File: src/acc_filter_pkg.sv
// Constants and types shared by the result accumulator/filter block.
// Assumes a single 50 MHz clock domain and a 32-bit AXI4-Lite register bus.
package acc_filter_pkg;

  // Byte addresses of the registers
  localparam logic [7:0]  OFF_CTRL       = 8'h00;
  localparam logic [7:0]  OFF_REPEAT     = 8'h04;
  localparam logic [7:0]  OFF_THRESH     = 8'h08;
  localparam logic [7:0]  OFF_STATUS     = 8'h0C;
  localparam logic [7:0]  OFF_ACCUM      = 8'h10;
  localparam logic [7:0]  OFF_FILTER     = 8'h14;
  localparam logic [7:0]  OFF_PREV       = 8'h18;

  // Control register fields
  localparam int unsigned CTRL_MODE_LSB  = 0;
  localparam int unsigned CTRL_DSE_BIT   = 3;
  localparam int unsigned CTRL_SHIFT_LSB = 4;
  localparam int unsigned CTRL_GO_BIT    = 7;
  localparam int unsigned CTRL_ACLR_BIT  = 8;
  localparam int unsigned CTRL_TMODE_LSB = 9;

  // Status register fields
  localparam int unsigned STAT_AOV_BIT   = 0;
  localparam int unsigned STAT_TIF_BIT   = 1;
  localparam int unsigned STAT_CNT_LSB   = 8;

  // Values after reset and limits
  localparam logic [7:0]  RST_REPEAT     = 8'h01;
  localparam logic [15:0] RST_THRESH     = 16'h0000;
  localparam logic [7:0]  CNT_MAX        = 8'hFF;

  // AXI responses
  localparam logic [1:0]  RESP_OKAY      = 2'h0;
  localparam logic [1:0]  RESP_SLVERR    = 2'h2;

  // Computation modes, encoded 0..4 in mode_select
  typedef enum logic [2:0] {
    MODE_BASIC,
    MODE_ACCUM,
    MODE_AVERAGE,
    MODE_BURST,
    MODE_LPF
  } mode_t;

  // Threshold test selection
  typedef enum logic [1:0] {
    TH_NEVER,
    TH_ALWAYS,
    TH_ABOVE,
    TH_BELOW
  } th_mode_t;

  // One finished conversion from the converter
  typedef struct packed {
    logic        valid;
    logic [15:0] result;
  } conv_t;

endpackage

File: src/adc_result_accumulator_filter.sv
// Post-conversion accumulator, averager and low-pass filter with its
// AXI4-Lite register file. Assumes converter results arrive on sys_clk.
//
// Our own choices: the AXI4-Lite register port and the register offsets.
`timescale 1ns/1ns

// Overview of operation
// RULE_01: Sample one is the new result, or the previous one when pairing.
// RULE_02: A cycle is one conversion, or two when double sampling is on.
// RULE_03: Accumulate/average add sample term, counter saturates at FF.
// RULE_04: Average clears on software clear or on a trigger when full.
// RULE_05: Burst clears on software clear, on start or on a retrigger.
// RULE_06: Burst repeats conversions until counter reaches repeat count.
// RULE_07: At threshold event flags, filtered value and count are valid.
// RULE_08: Filter mode adds term plus acc minus acc shifted each cycle.
// RULE_09: Basic mode leaves acc and counter alone, tests every sample.
// RULE_10: Overflow flag sets when a sum exceeds the 16-bit range.
// RULE_11: Software clear wipes acc, overflow and counter, then self-clears.
// RULE_12: A met threshold condition after a computation sets the flag.
module adc_result_accumulator_filter (
  input  wire logic                  sys_clk,       // 50 MHz clock
  input  wire logic                  sys_rst,       // Sync reset, high
  input  wire acc_filter_pkg::conv_t conv_in,       // Finished conversion
  input  wire logic                  retrigger_in,  // External trigger
  output logic                       conv_trigger,  // Start a conversion
  output logic                       threshold_irq, // Threshold flag level
  input  wire logic [7:0]            s_axi_awaddr,  // Write address
  input  wire logic                  s_axi_awvalid, // Write addr valid
  output logic                       s_axi_awready, // Write addr ready
  input  wire logic [31:0]           s_axi_wdata,   // Write data
  input  wire logic [3:0]            s_axi_wstrb,   // Byte enables
  input  wire logic                  s_axi_wvalid,  // Write data valid
  output logic                       s_axi_wready,  // Write data ready
  output logic [1:0]                 s_axi_bresp,   // Write response
  output logic                       s_axi_bvalid,  // Response valid
  input  wire logic                  s_axi_bready,  // Response ready
  input  wire logic [7:0]            s_axi_araddr,  // Read address
  input  wire logic                  s_axi_arvalid, // Read addr valid
  output logic                       s_axi_arready, // Read addr ready
  output logic [31:0]                s_axi_rdata,   // Read data
  output logic [1:0]                 s_axi_rresp,   // Read response
  output logic                       s_axi_rvalid,  // Read data valid
  input  wire logic                  s_axi_rready   // Read data ready
);

  // Bus slave state
  logic                       aw_hold_q;
  logic [7:0]                 aw_addr_q;
  logic                       w_hold_q;
  logic [31:0]                w_data_q;
  logic [3:0]                 w_strb_q;
  logic                       bvalid_q;
  logic [1:0]                 bresp_q;
  logic                       rvalid_q;
  logic [31:0]                rdata_q;
  logic [1:0]                 rresp_q;
  logic                       wr_fire;
  logic                       wr_known;

  // Configuration and computation state
  acc_filter_pkg::mode_t      mode_q;
  acc_filter_pkg::th_mode_t   tmode_q;
  logic                       dse_q;
  logic [2:0]                 shift_q;
  logic [7:0]                 rpt_q;
  logic [15:0]                thresh_q;
  logic                       go_q;
  logic                       aclr_q;
  logic [15:0]                acc_q;
  logic [7:0]                 cnt_q;
  logic [15:0]                filt_q;
  logic [15:0]                prev_q;
  logic                       phase_q;
  logic                       aov_q;
  logic                       tif_q;
  logic                       trig_q;

  // Combinational terms
  logic                       wr_ctrl;
  logic                       start_ev;
  logic                       trig_ev;
  logic                       clr_ev;
  logic                       cycle_done;
  logic                       accumulating;
  logic [15:0]                acc_base;
  logic [7:0]                 cnt_base;
  logic [7:0]                 cnt_next;
  logic [16:0]                term;
  logic [16:0]                sum;
  logic [15:0]                filt_next;
  logic [15:0]                err;
  logic                       test_en;
  logic                       th_hit;
  logic                       ovf_ev;
  logic                       tif_set;
  logic                       burst_again;

  // Handshakes: each channel is held off while a response is pending
  assign s_axi_awready = ~aw_hold_q & ~bvalid_q;
  assign s_axi_wready  = ~w_hold_q & ~bvalid_q;
  assign s_axi_arready = ~rvalid_q;
  assign s_axi_bvalid  = bvalid_q;
  assign s_axi_bresp   = bresp_q;
  assign s_axi_rvalid  = rvalid_q;
  assign s_axi_rdata   = rdata_q;
  assign s_axi_rresp   = rresp_q;
  assign wr_fire       = aw_hold_q & w_hold_q;
  assign wr_known      = aw_addr_q == acc_filter_pkg::OFF_CTRL
                      || aw_addr_q == acc_filter_pkg::OFF_REPEAT
                      || aw_addr_q == acc_filter_pkg::OFF_THRESH
                      || aw_addr_q == acc_filter_pkg::OFF_STATUS;

  // Address and data may arrive in either order
  always_ff @(posedge sys_clk)
  begin
    if (sys_rst)
    begin
      aw_hold_q <= 1'b0;
      aw_addr_q <= 8'h00;
      w_hold_q  <= 1'b0;
      w_data_q  <= 32'h0000_0000;
      w_strb_q  <= 4'h0;
    end
    else
    begin
      if (s_axi_awvalid && s_axi_awready)
      begin
        aw_hold_q <= 1'b1;
        aw_addr_q <= {s_axi_awaddr[7:2], 2'b00};
      end
      else if (wr_fire)
        aw_hold_q <= 1'b0;
      if (s_axi_wvalid && s_axi_wready)
      begin
        w_hold_q <= 1'b1;
        w_data_q <= s_axi_wdata;
        w_strb_q <= s_axi_wstrb;
      end
      else if (wr_fire)
        w_hold_q <= 1'b0;
    end
  end

  // Write response one cycle after both halves are held
  always_ff @(posedge sys_clk)
  begin
    if (sys_rst)
    begin
      bvalid_q <= 1'b0;
      bresp_q  <= acc_filter_pkg::RESP_OKAY;
    end
    else if (wr_fire)
    begin
      bvalid_q <= 1'b1;
      bresp_q  <= wr_known ? acc_filter_pkg::RESP_OKAY
                           : acc_filter_pkg::RESP_SLVERR;
    end
    else if (s_axi_bready)
      bvalid_q <= 1'b0;
  end

  // Read path, answered the cycle after the address is taken
  always_ff @(posedge sys_clk)
  begin
    if (sys_rst)
    begin
      rvalid_q <= 1'b0;
      rdata_q  <= 32'h0000_0000;
      rresp_q  <= acc_filter_pkg::RESP_OKAY;
    end
    else if (s_axi_arvalid && s_axi_arready)
    begin
      rvalid_q <= 1'b1;
      rresp_q  <= acc_filter_pkg::RESP_OKAY;
      rdata_q  <= 32'h0000_0000;
      if (s_axi_araddr[7:2] == acc_filter_pkg::OFF_CTRL[7:2])
        rdata_q <= {21'h0, tmode_q, aclr_q, go_q, shift_q, dse_q, mode_q};
      else if (s_axi_araddr[7:2] == acc_filter_pkg::OFF_REPEAT[7:2])
        rdata_q <= {24'h0, rpt_q};
      else if (s_axi_araddr[7:2] == acc_filter_pkg::OFF_THRESH[7:2])
        rdata_q <= {16'h0, thresh_q};
      else if (s_axi_araddr[7:2] == acc_filter_pkg::OFF_STATUS[7:2])
        rdata_q <= {16'h0, cnt_q, 6'h0, tif_q, aov_q};
      else if (s_axi_araddr[7:2] == acc_filter_pkg::OFF_ACCUM[7:2])
        rdata_q <= {16'h0, acc_q};
      else if (s_axi_araddr[7:2] == acc_filter_pkg::OFF_FILTER[7:2])
        rdata_q <= {16'h0, filt_q};
      else if (s_axi_araddr[7:2] == acc_filter_pkg::OFF_PREV[7:2])
        rdata_q <= {16'h0, prev_q};
      else
        rresp_q <= acc_filter_pkg::RESP_SLVERR;
    end
    else if (s_axi_rready)
      rvalid_q <= 1'b0;
  end

  // Trigger and clear events
  assign wr_ctrl  = wr_fire && aw_addr_q == acc_filter_pkg::OFF_CTRL;
  assign start_ev = wr_ctrl && w_strb_q[0] && ~go_q
                 && w_data_q[acc_filter_pkg::CTRL_GO_BIT];
  assign trig_ev  = start_ev | retrigger_in;
  assign clr_ev   = aclr_q                                         // RULE_11
                 | (mode_q == acc_filter_pkg::MODE_AVERAGE && trig_ev
                    && cnt_q >= rpt_q)                              // RULE_04
                 | (mode_q == acc_filter_pkg::MODE_BURST && trig_ev); // RULE_05

  // Sample terms; a clear in the same cycle still keeps the new sample
  assign cycle_done   = conv_in.valid & (~dse_q | phase_q);         // RULE_02
  assign accumulating = mode_q == acc_filter_pkg::MODE_ACCUM
                     || mode_q == acc_filter_pkg::MODE_AVERAGE
                     || mode_q == acc_filter_pkg::MODE_BURST
                     || mode_q == acc_filter_pkg::MODE_LPF;
  assign acc_base  = clr_ev ? 16'h0000 : acc_q;
  assign cnt_base  = clr_ev ? 8'h00 : cnt_q;
  assign cnt_next  = (cnt_base == acc_filter_pkg::CNT_MAX) ? cnt_base
                   : cnt_base + 8'h01;                              // RULE_03
  assign term      = dse_q ? {1'b0, conv_in.result} - {1'b0, prev_q}
                           : {1'b0, conv_in.result};                // RULE_01

  // Sum wraps negative differences into bit 16 as well
  always_comb
  begin
    if (mode_q == acc_filter_pkg::MODE_LPF)
      sum = term + {1'b0, acc_base}
          - {1'b0, acc_base >> shift_q};                            // RULE_08
    else
      sum = term + {1'b0, acc_base};                                // RULE_03
    if (mode_q == acc_filter_pkg::MODE_LPF)
      filt_next = sum[15:0];                                        // RULE_07
    else
      filt_next = sum[15:0] >> shift_q;                             // RULE_07
  end

  // Threshold test on the filtered value, or the raw term in basic mode
  assign ovf_ev  = cycle_done & accumulating & sum[16];             // RULE_10
  assign test_en = mode_q == acc_filter_pkg::MODE_ACCUM || !accumulating
                || cnt_next >= rpt_q;                               // RULE_04
  assign err     = accumulating ? filt_next : term[15:0];           // RULE_09

  always_comb
  begin
    case (tmode_q)
      acc_filter_pkg::TH_ALWAYS: th_hit = 1'b1;
      acc_filter_pkg::TH_ABOVE:  th_hit = $signed(err) > $signed(thresh_q);
      acc_filter_pkg::TH_BELOW:  th_hit = $signed(err) < $signed(thresh_q);
      default:                   th_hit = 1'b0;
    endcase
  end

  // Overflow signals in accumulate mode or once the count reaches the repeat count, so handlers should check the overflow flag
  assign tif_set     = cycle_done & test_en & (th_hit | ovf_ev);    // RULE_12
  assign burst_again = cycle_done && go_q
                    && mode_q == acc_filter_pkg::MODE_BURST
                    && cnt_next < rpt_q;                            // RULE_06

  // Configuration written by software
  always_ff @(posedge sys_clk)
  begin
    if (sys_rst)
    begin
      mode_q   <= acc_filter_pkg::MODE_BASIC;
      dse_q    <= 1'b0;
      shift_q  <= 3'h0;
      tmode_q  <= acc_filter_pkg::TH_NEVER;
      rpt_q    <= acc_filter_pkg::RST_REPEAT;
      thresh_q <= acc_filter_pkg::RST_THRESH;
    end
    else if (wr_fire)
    begin
      if (wr_ctrl && w_strb_q[0])
      begin
        mode_q  <= acc_filter_pkg::mode_t'(w_data_q[2:0]);
        dse_q   <= w_data_q[acc_filter_pkg::CTRL_DSE_BIT];
        shift_q <= w_data_q[6:4];
      end
      if (wr_ctrl && w_strb_q[1])
        tmode_q <= acc_filter_pkg::th_mode_t'(w_data_q[10:9]);
      if (aw_addr_q == acc_filter_pkg::OFF_REPEAT && w_strb_q[0])
        rpt_q <= w_data_q[7:0];
      if (aw_addr_q == acc_filter_pkg::OFF_THRESH && w_strb_q[0])
        thresh_q[7:0] <= w_data_q[7:0];
      if (aw_addr_q == acc_filter_pkg::OFF_THRESH && w_strb_q[1])
        thresh_q[15:8] <= w_data_q[15:8];
    end
  end

  // Software clear lasts one cycle, then drops by itself
  always_ff @(posedge sys_clk)
  begin
    if (sys_rst)
      aclr_q <= 1'b0;
    else if (wr_ctrl && w_strb_q[1] && w_data_q[acc_filter_pkg::CTRL_ACLR_BIT])
      aclr_q <= 1'b1;
    else
      aclr_q <= 1'b0;                                               // RULE_11
  end

  // Run flag and conversion requests; bursts keep requesting
  always_ff @(posedge sys_clk)
  begin
    if (sys_rst)
    begin
      go_q   <= 1'b0;
      trig_q <= 1'b0;
    end
    else
    begin
      trig_q <= trig_ev | burst_again;                              // RULE_06
      if (start_ev)
        go_q <= 1'b1;
      else if (cycle_done && !burst_again)
        go_q <= 1'b0;
    end
  end

  // Pairing of conversions and the held previous result
  always_ff @(posedge sys_clk)
  begin
    if (sys_rst)
    begin
      prev_q  <= 16'h0000;
      phase_q <= 1'b0;
    end
    else if (conv_in.valid)
    begin
      prev_q  <= conv_in.result;                                    // RULE_01
      phase_q <= dse_q & ~phase_q;                                  // RULE_02
    end
    else if (!dse_q)
      phase_q <= 1'b0;
  end

  // Accumulator, counter and filtered result
  always_ff @(posedge sys_clk)
  begin
    if (sys_rst)
    begin
      acc_q  <= 16'h0000;
      cnt_q  <= 8'h00;
      filt_q <= 16'h0000;
    end
    else if (cycle_done && accumulating)
    begin
      acc_q  <= sum[15:0];                                          // RULE_03
      cnt_q  <= cnt_next;                                           // RULE_03
      filt_q <= filt_next;                                          // RULE_07
    end
    else
    begin
      acc_q <= acc_base;                                            // RULE_09
      cnt_q <= cnt_base;                                            // RULE_09
    end
  end

  // Sticky flags; a new event beats a clear in the same cycle
  always_ff @(posedge sys_clk)
  begin
    if (sys_rst)
    begin
      aov_q <= 1'b0;
      tif_q <= 1'b0;
    end
    else
    begin
      if (ovf_ev)
        aov_q <= 1'b1;                                              // RULE_10
      else if (aclr_q)
        aov_q <= 1'b0;                                              // RULE_11
      if (tif_set)
        tif_q <= 1'b1;                                              // RULE_12
      else if (wr_fire && aw_addr_q == acc_filter_pkg::OFF_STATUS
               && w_strb_q[0] && w_data_q[acc_filter_pkg::STAT_TIF_BIT])
        tif_q <= 1'b0;
    end
  end

  assign conv_trigger  = trig_q;
  assign threshold_irq = tif_q;

endmodule

File: config.mk
export PLATFORM = sky130hd
export DESIGN_NAME = adc_result_accumulator_filter
export DESIGN_NICKNAME = d
export VERILOG_FILES = /design/src/acc_filter_pkg.sv /design/src/adc_result_accumulator_filter.sv
export SDC_FILE = /design/constraint.sdc
export NUM_CORES = 1
export LEC_CHECK = 0
export ABC_AREA = 1
export BUFFER_PORTS_ARGS = -buffer_cell sky130_fd_sc_hd__buf_4
export CAP_MARGIN = 20
export CELL_PAD_IN_SITES_DETAIL_PLACEMENT = 1
export CELL_PAD_IN_SITES_GLOBAL_PLACEMENT = 1
export CORE_MARGIN = 2
export CORE_UTILIZATION = 43
export CTS_BUF_LIST = sky130_fd_sc_hd__clkbuf_16
export DETAILED_ROUTE_END_ITERATION = 6
export HOLD_SLACK_MARGIN = 0.05
export PLACE_DENSITY = 0.87
export SYNTH_ARGS = -nofsm -noshare
export SYNTH_HDL_FRONTEND = slang
export SYNTH_SLANG_ARGS = --single-unit
File: constraint.sdc
create_clock -name sys_clk -period 8.9 [get_ports sys_clk]
set_input_delay 1.78 -clock sys_clk [delete_from_list [all_inputs] [get_ports sys_clk]]
set_output_delay 1.78 -clock sys_clk [all_outputs]
set_load 0.03 [all_outputs]
==> metrics <==
H-tree levels 4; worst r2r src rpt_q[5]; Worst-Margin Slew 953 ps; worst reg2reg path depth 46; Pleak slightly below 6 nW; slowest cell delay on critical path 400 ps; first-pass GRT wire length 67100 um; TritonRoute pass-1 iters 7; Initial DRC Count 1059; Cells after Synth 1739; Reg2Reg Setup Slack between 1000 and 1500 ps; post-synthesis compound-gate area fraction 23.2%; Max-Cap Viols 0; synth unique cells 51; WHS Path Cells 2; Hold-fix buffers, CTS 0; power per cell area 141 nW/um2; hold wc startpoint s_axi_rdata[11]; Arr. time, crit path 8670 ps; syn avg cell area 6.44 um2; reg2reg end threshold_irq; Layout Skew 13.7 ps; CTS Buf Count 17; post-DP HPWL 32800 um; DR vias/cell 5.89; Initial Util approximately 43%; Max rail drop VDD 134 uV; critical-path maximum fanout 5; input/output buffers 79; worst hold path class reg -> reg; residual DRC count 0; Clock Latency Late Sink 430 ps; Sequential Area 2820 um2; RSZ-0062 raised after global routing false; Worst Hold End s_axi_rdata[11]; outcome completed; dominant synthesized flop cell dfxtp_1; final setup fails 0; fraction of layout cells with a size suffix above 1 13.1%; DIE HEIGHT around 170 um; Routed Wire Length 43200 um; Site Rows 59; clk sinks 141; Max Clk Rate roughly 120 MHz; Fillers 3503; yosys warns 0; final hold vios 0; largest net degree at the start of global routing 85; Congestion Overflow GR 0; die area 27300 um2; post-synthesis xor/xnor area fraction 1.64%; Core Box Area ~26000 um2; Overall Power around 1.8 mW; die width 165 um; Root Driver clkbuf_16; Ant. Diodes 0; Post-synth EDFFs 0; via count of the first global-routing pass ~13000; Slew Limit Fails 0; mux share of post-synthesis cell area 0%; CP Class in -> reg; routed len/inst 20.1 um; Vias roughly 13000; Slew HR between 30% and 40%; clock slew at reported path FFs around 70 ps; CTS tree done; crit path max-delay cell type fa_1; antenna violations before repair 0; Worst Setup Start Kind primary input; Post-Syn Area 11200 um2; part of the cycle the worst path needs 93.4%; most frequent cells in the layout nand2_1, inv_1, a21oi_1, o21ai_0, nand3_1; CP required 9260 ps; GRT Util Overall 31.6%; #FFs+latches synth roughly 140; simple-gate area share of the yosys netlist 29.6%; Layout Nets roughly 2000; Setup crit end kind register; Ports 120; Setup TNS 0 ps; commonest non-fill, non-tap cell in the layout nand2_1; Antenna Nets Post-Route 0; async set-reset flop share out of synthesis 0%; area of the multi-input gates 7170 um2; largest family of logic cells by synthesized area simple AND/OR/NAND/NOR gates; Synth Area in Adders 8.85%; clk buf depth 2; minimum clock period a little over 8000 ps; Placer Congestion 0.936; sequential share of the synthesized area between 20 and 30%; cell mode on critical path nand2_1; Layout area overhead 13.7%
## through the flow
step	hold WS [ps]	util (%)	setup WS (ps)	area, um2	std cells
floorplan	443	-	1510	11300	1756
global placement	451	46.9	451	12100	2118
detailed placement	459	46.9	144	12100	2118
CTS	470	49.2	568	12700	2150
global route	490	49.2	7.98	12700	2150
finish	469	49.2	590	12700	2150
## logic make-up (layout without fill, tap and decap cells)
logic type / Yosys count / in the layout
compound gates: 473 / 473
xor+xnor: 21 / 21
fa+ha+maj: 78 / 78
buf+inv: 311 / 370
flops: 141 / 141
other cells: 1 / 18
simple gates: 714 / 714
## synth_stat cells (all sizes together), types with 4 or more instances
cell,count,share of area [%]
inv,214,7.2
buf,41,2.4
a211oi,8,0.54
clkbuf,49,1.6
o211ai,12,0.80
o221ai,19,1.5
ha,76,8.5
dfxtp,141,25
o22ai,4,0.22
xor2,9,0.70
nand4,32,2.2
nor3,16,0.72
a31oi,8,0.45
xnor2,12,0.94
nand2,344,12
nor2,132,4.8
clkinv,7,0.23
o21ai,218,9.9
or2,12,0.67
a21oi,183,8.3
nand3,171,8.7
a221oi,7,0.55
o21a,6,0.40
## power by group
group / switching (mW) / total [mW] / internal, mW
clock: 0.341 / 0.741 / 0.400
sequential: 0.0190 / 0.673 / 0.654
combinational: 0.246 / 0.374 / 0.128
## worst max-delay path, delay by kind of cell
| family | cells | cell delay [ps] |
|---|---|---|
| AO/OA/AOI/OAI | 12 | 2170 |
| buffers and inverters | 5 | 500 |
| XOR/XNOR | 2 | 310 |
| adder cells (fa/ha/maj) | 5 | 1470 |
| AND/OR/NAND/NOR | 22 | 2400 |
## worst max-delay path by stage
stage,start,end,depth (start not counted),slack (ps)
6_report,conv_in[0],threshold_irq,46,590
5_1_grt,conv_in[0],threshold_irq,48,8
4_1_cts,conv_in[0],threshold_irq,46,570
3_5_place_dp,conv_in[0],threshold_irq,48,140
3_3_place_gp,conv_in[0],threshold_irq,47,450
2_1_floorplan,conv_in[0],threshold_irq,46,1510
## state kept, by name (all words and copies together) (netlist names), 8 cells and up
signal       count
thresh_q        16
cnt_q            8
s_axi_rdata     16
acc_q           16
filt_q          16
w_data_q        16
prev_q          16
rpt_q            8
## per-layer routing
metal / routed length, um / up-vias / GRT usage (%)
met5: 0 / - / 0
met4: 1810 / 0 / 14.0
met3: 3090 / 118 / 5.34
met2: 19900 / 525 / 52.0
met1: 18400 / 6059 / 40.8
li1: - / 5970 / -
## final cells by class
class	count	area share (%)
timing repair buffer	117	6.90
clock buffer	17	3.34
inverter	221	6.52
sequential	141	22.2
multi-input combinational	1304	56.4
clock inverter	15	1.37
tap	335	3.29
## repair_timing
action                                  4_1_cts  5_1_grt
gates resized for setup                       0        2
endpoints found under the setup margin        0        1
buffers inserted                              0        0
(Power assumes the default switching activity.)
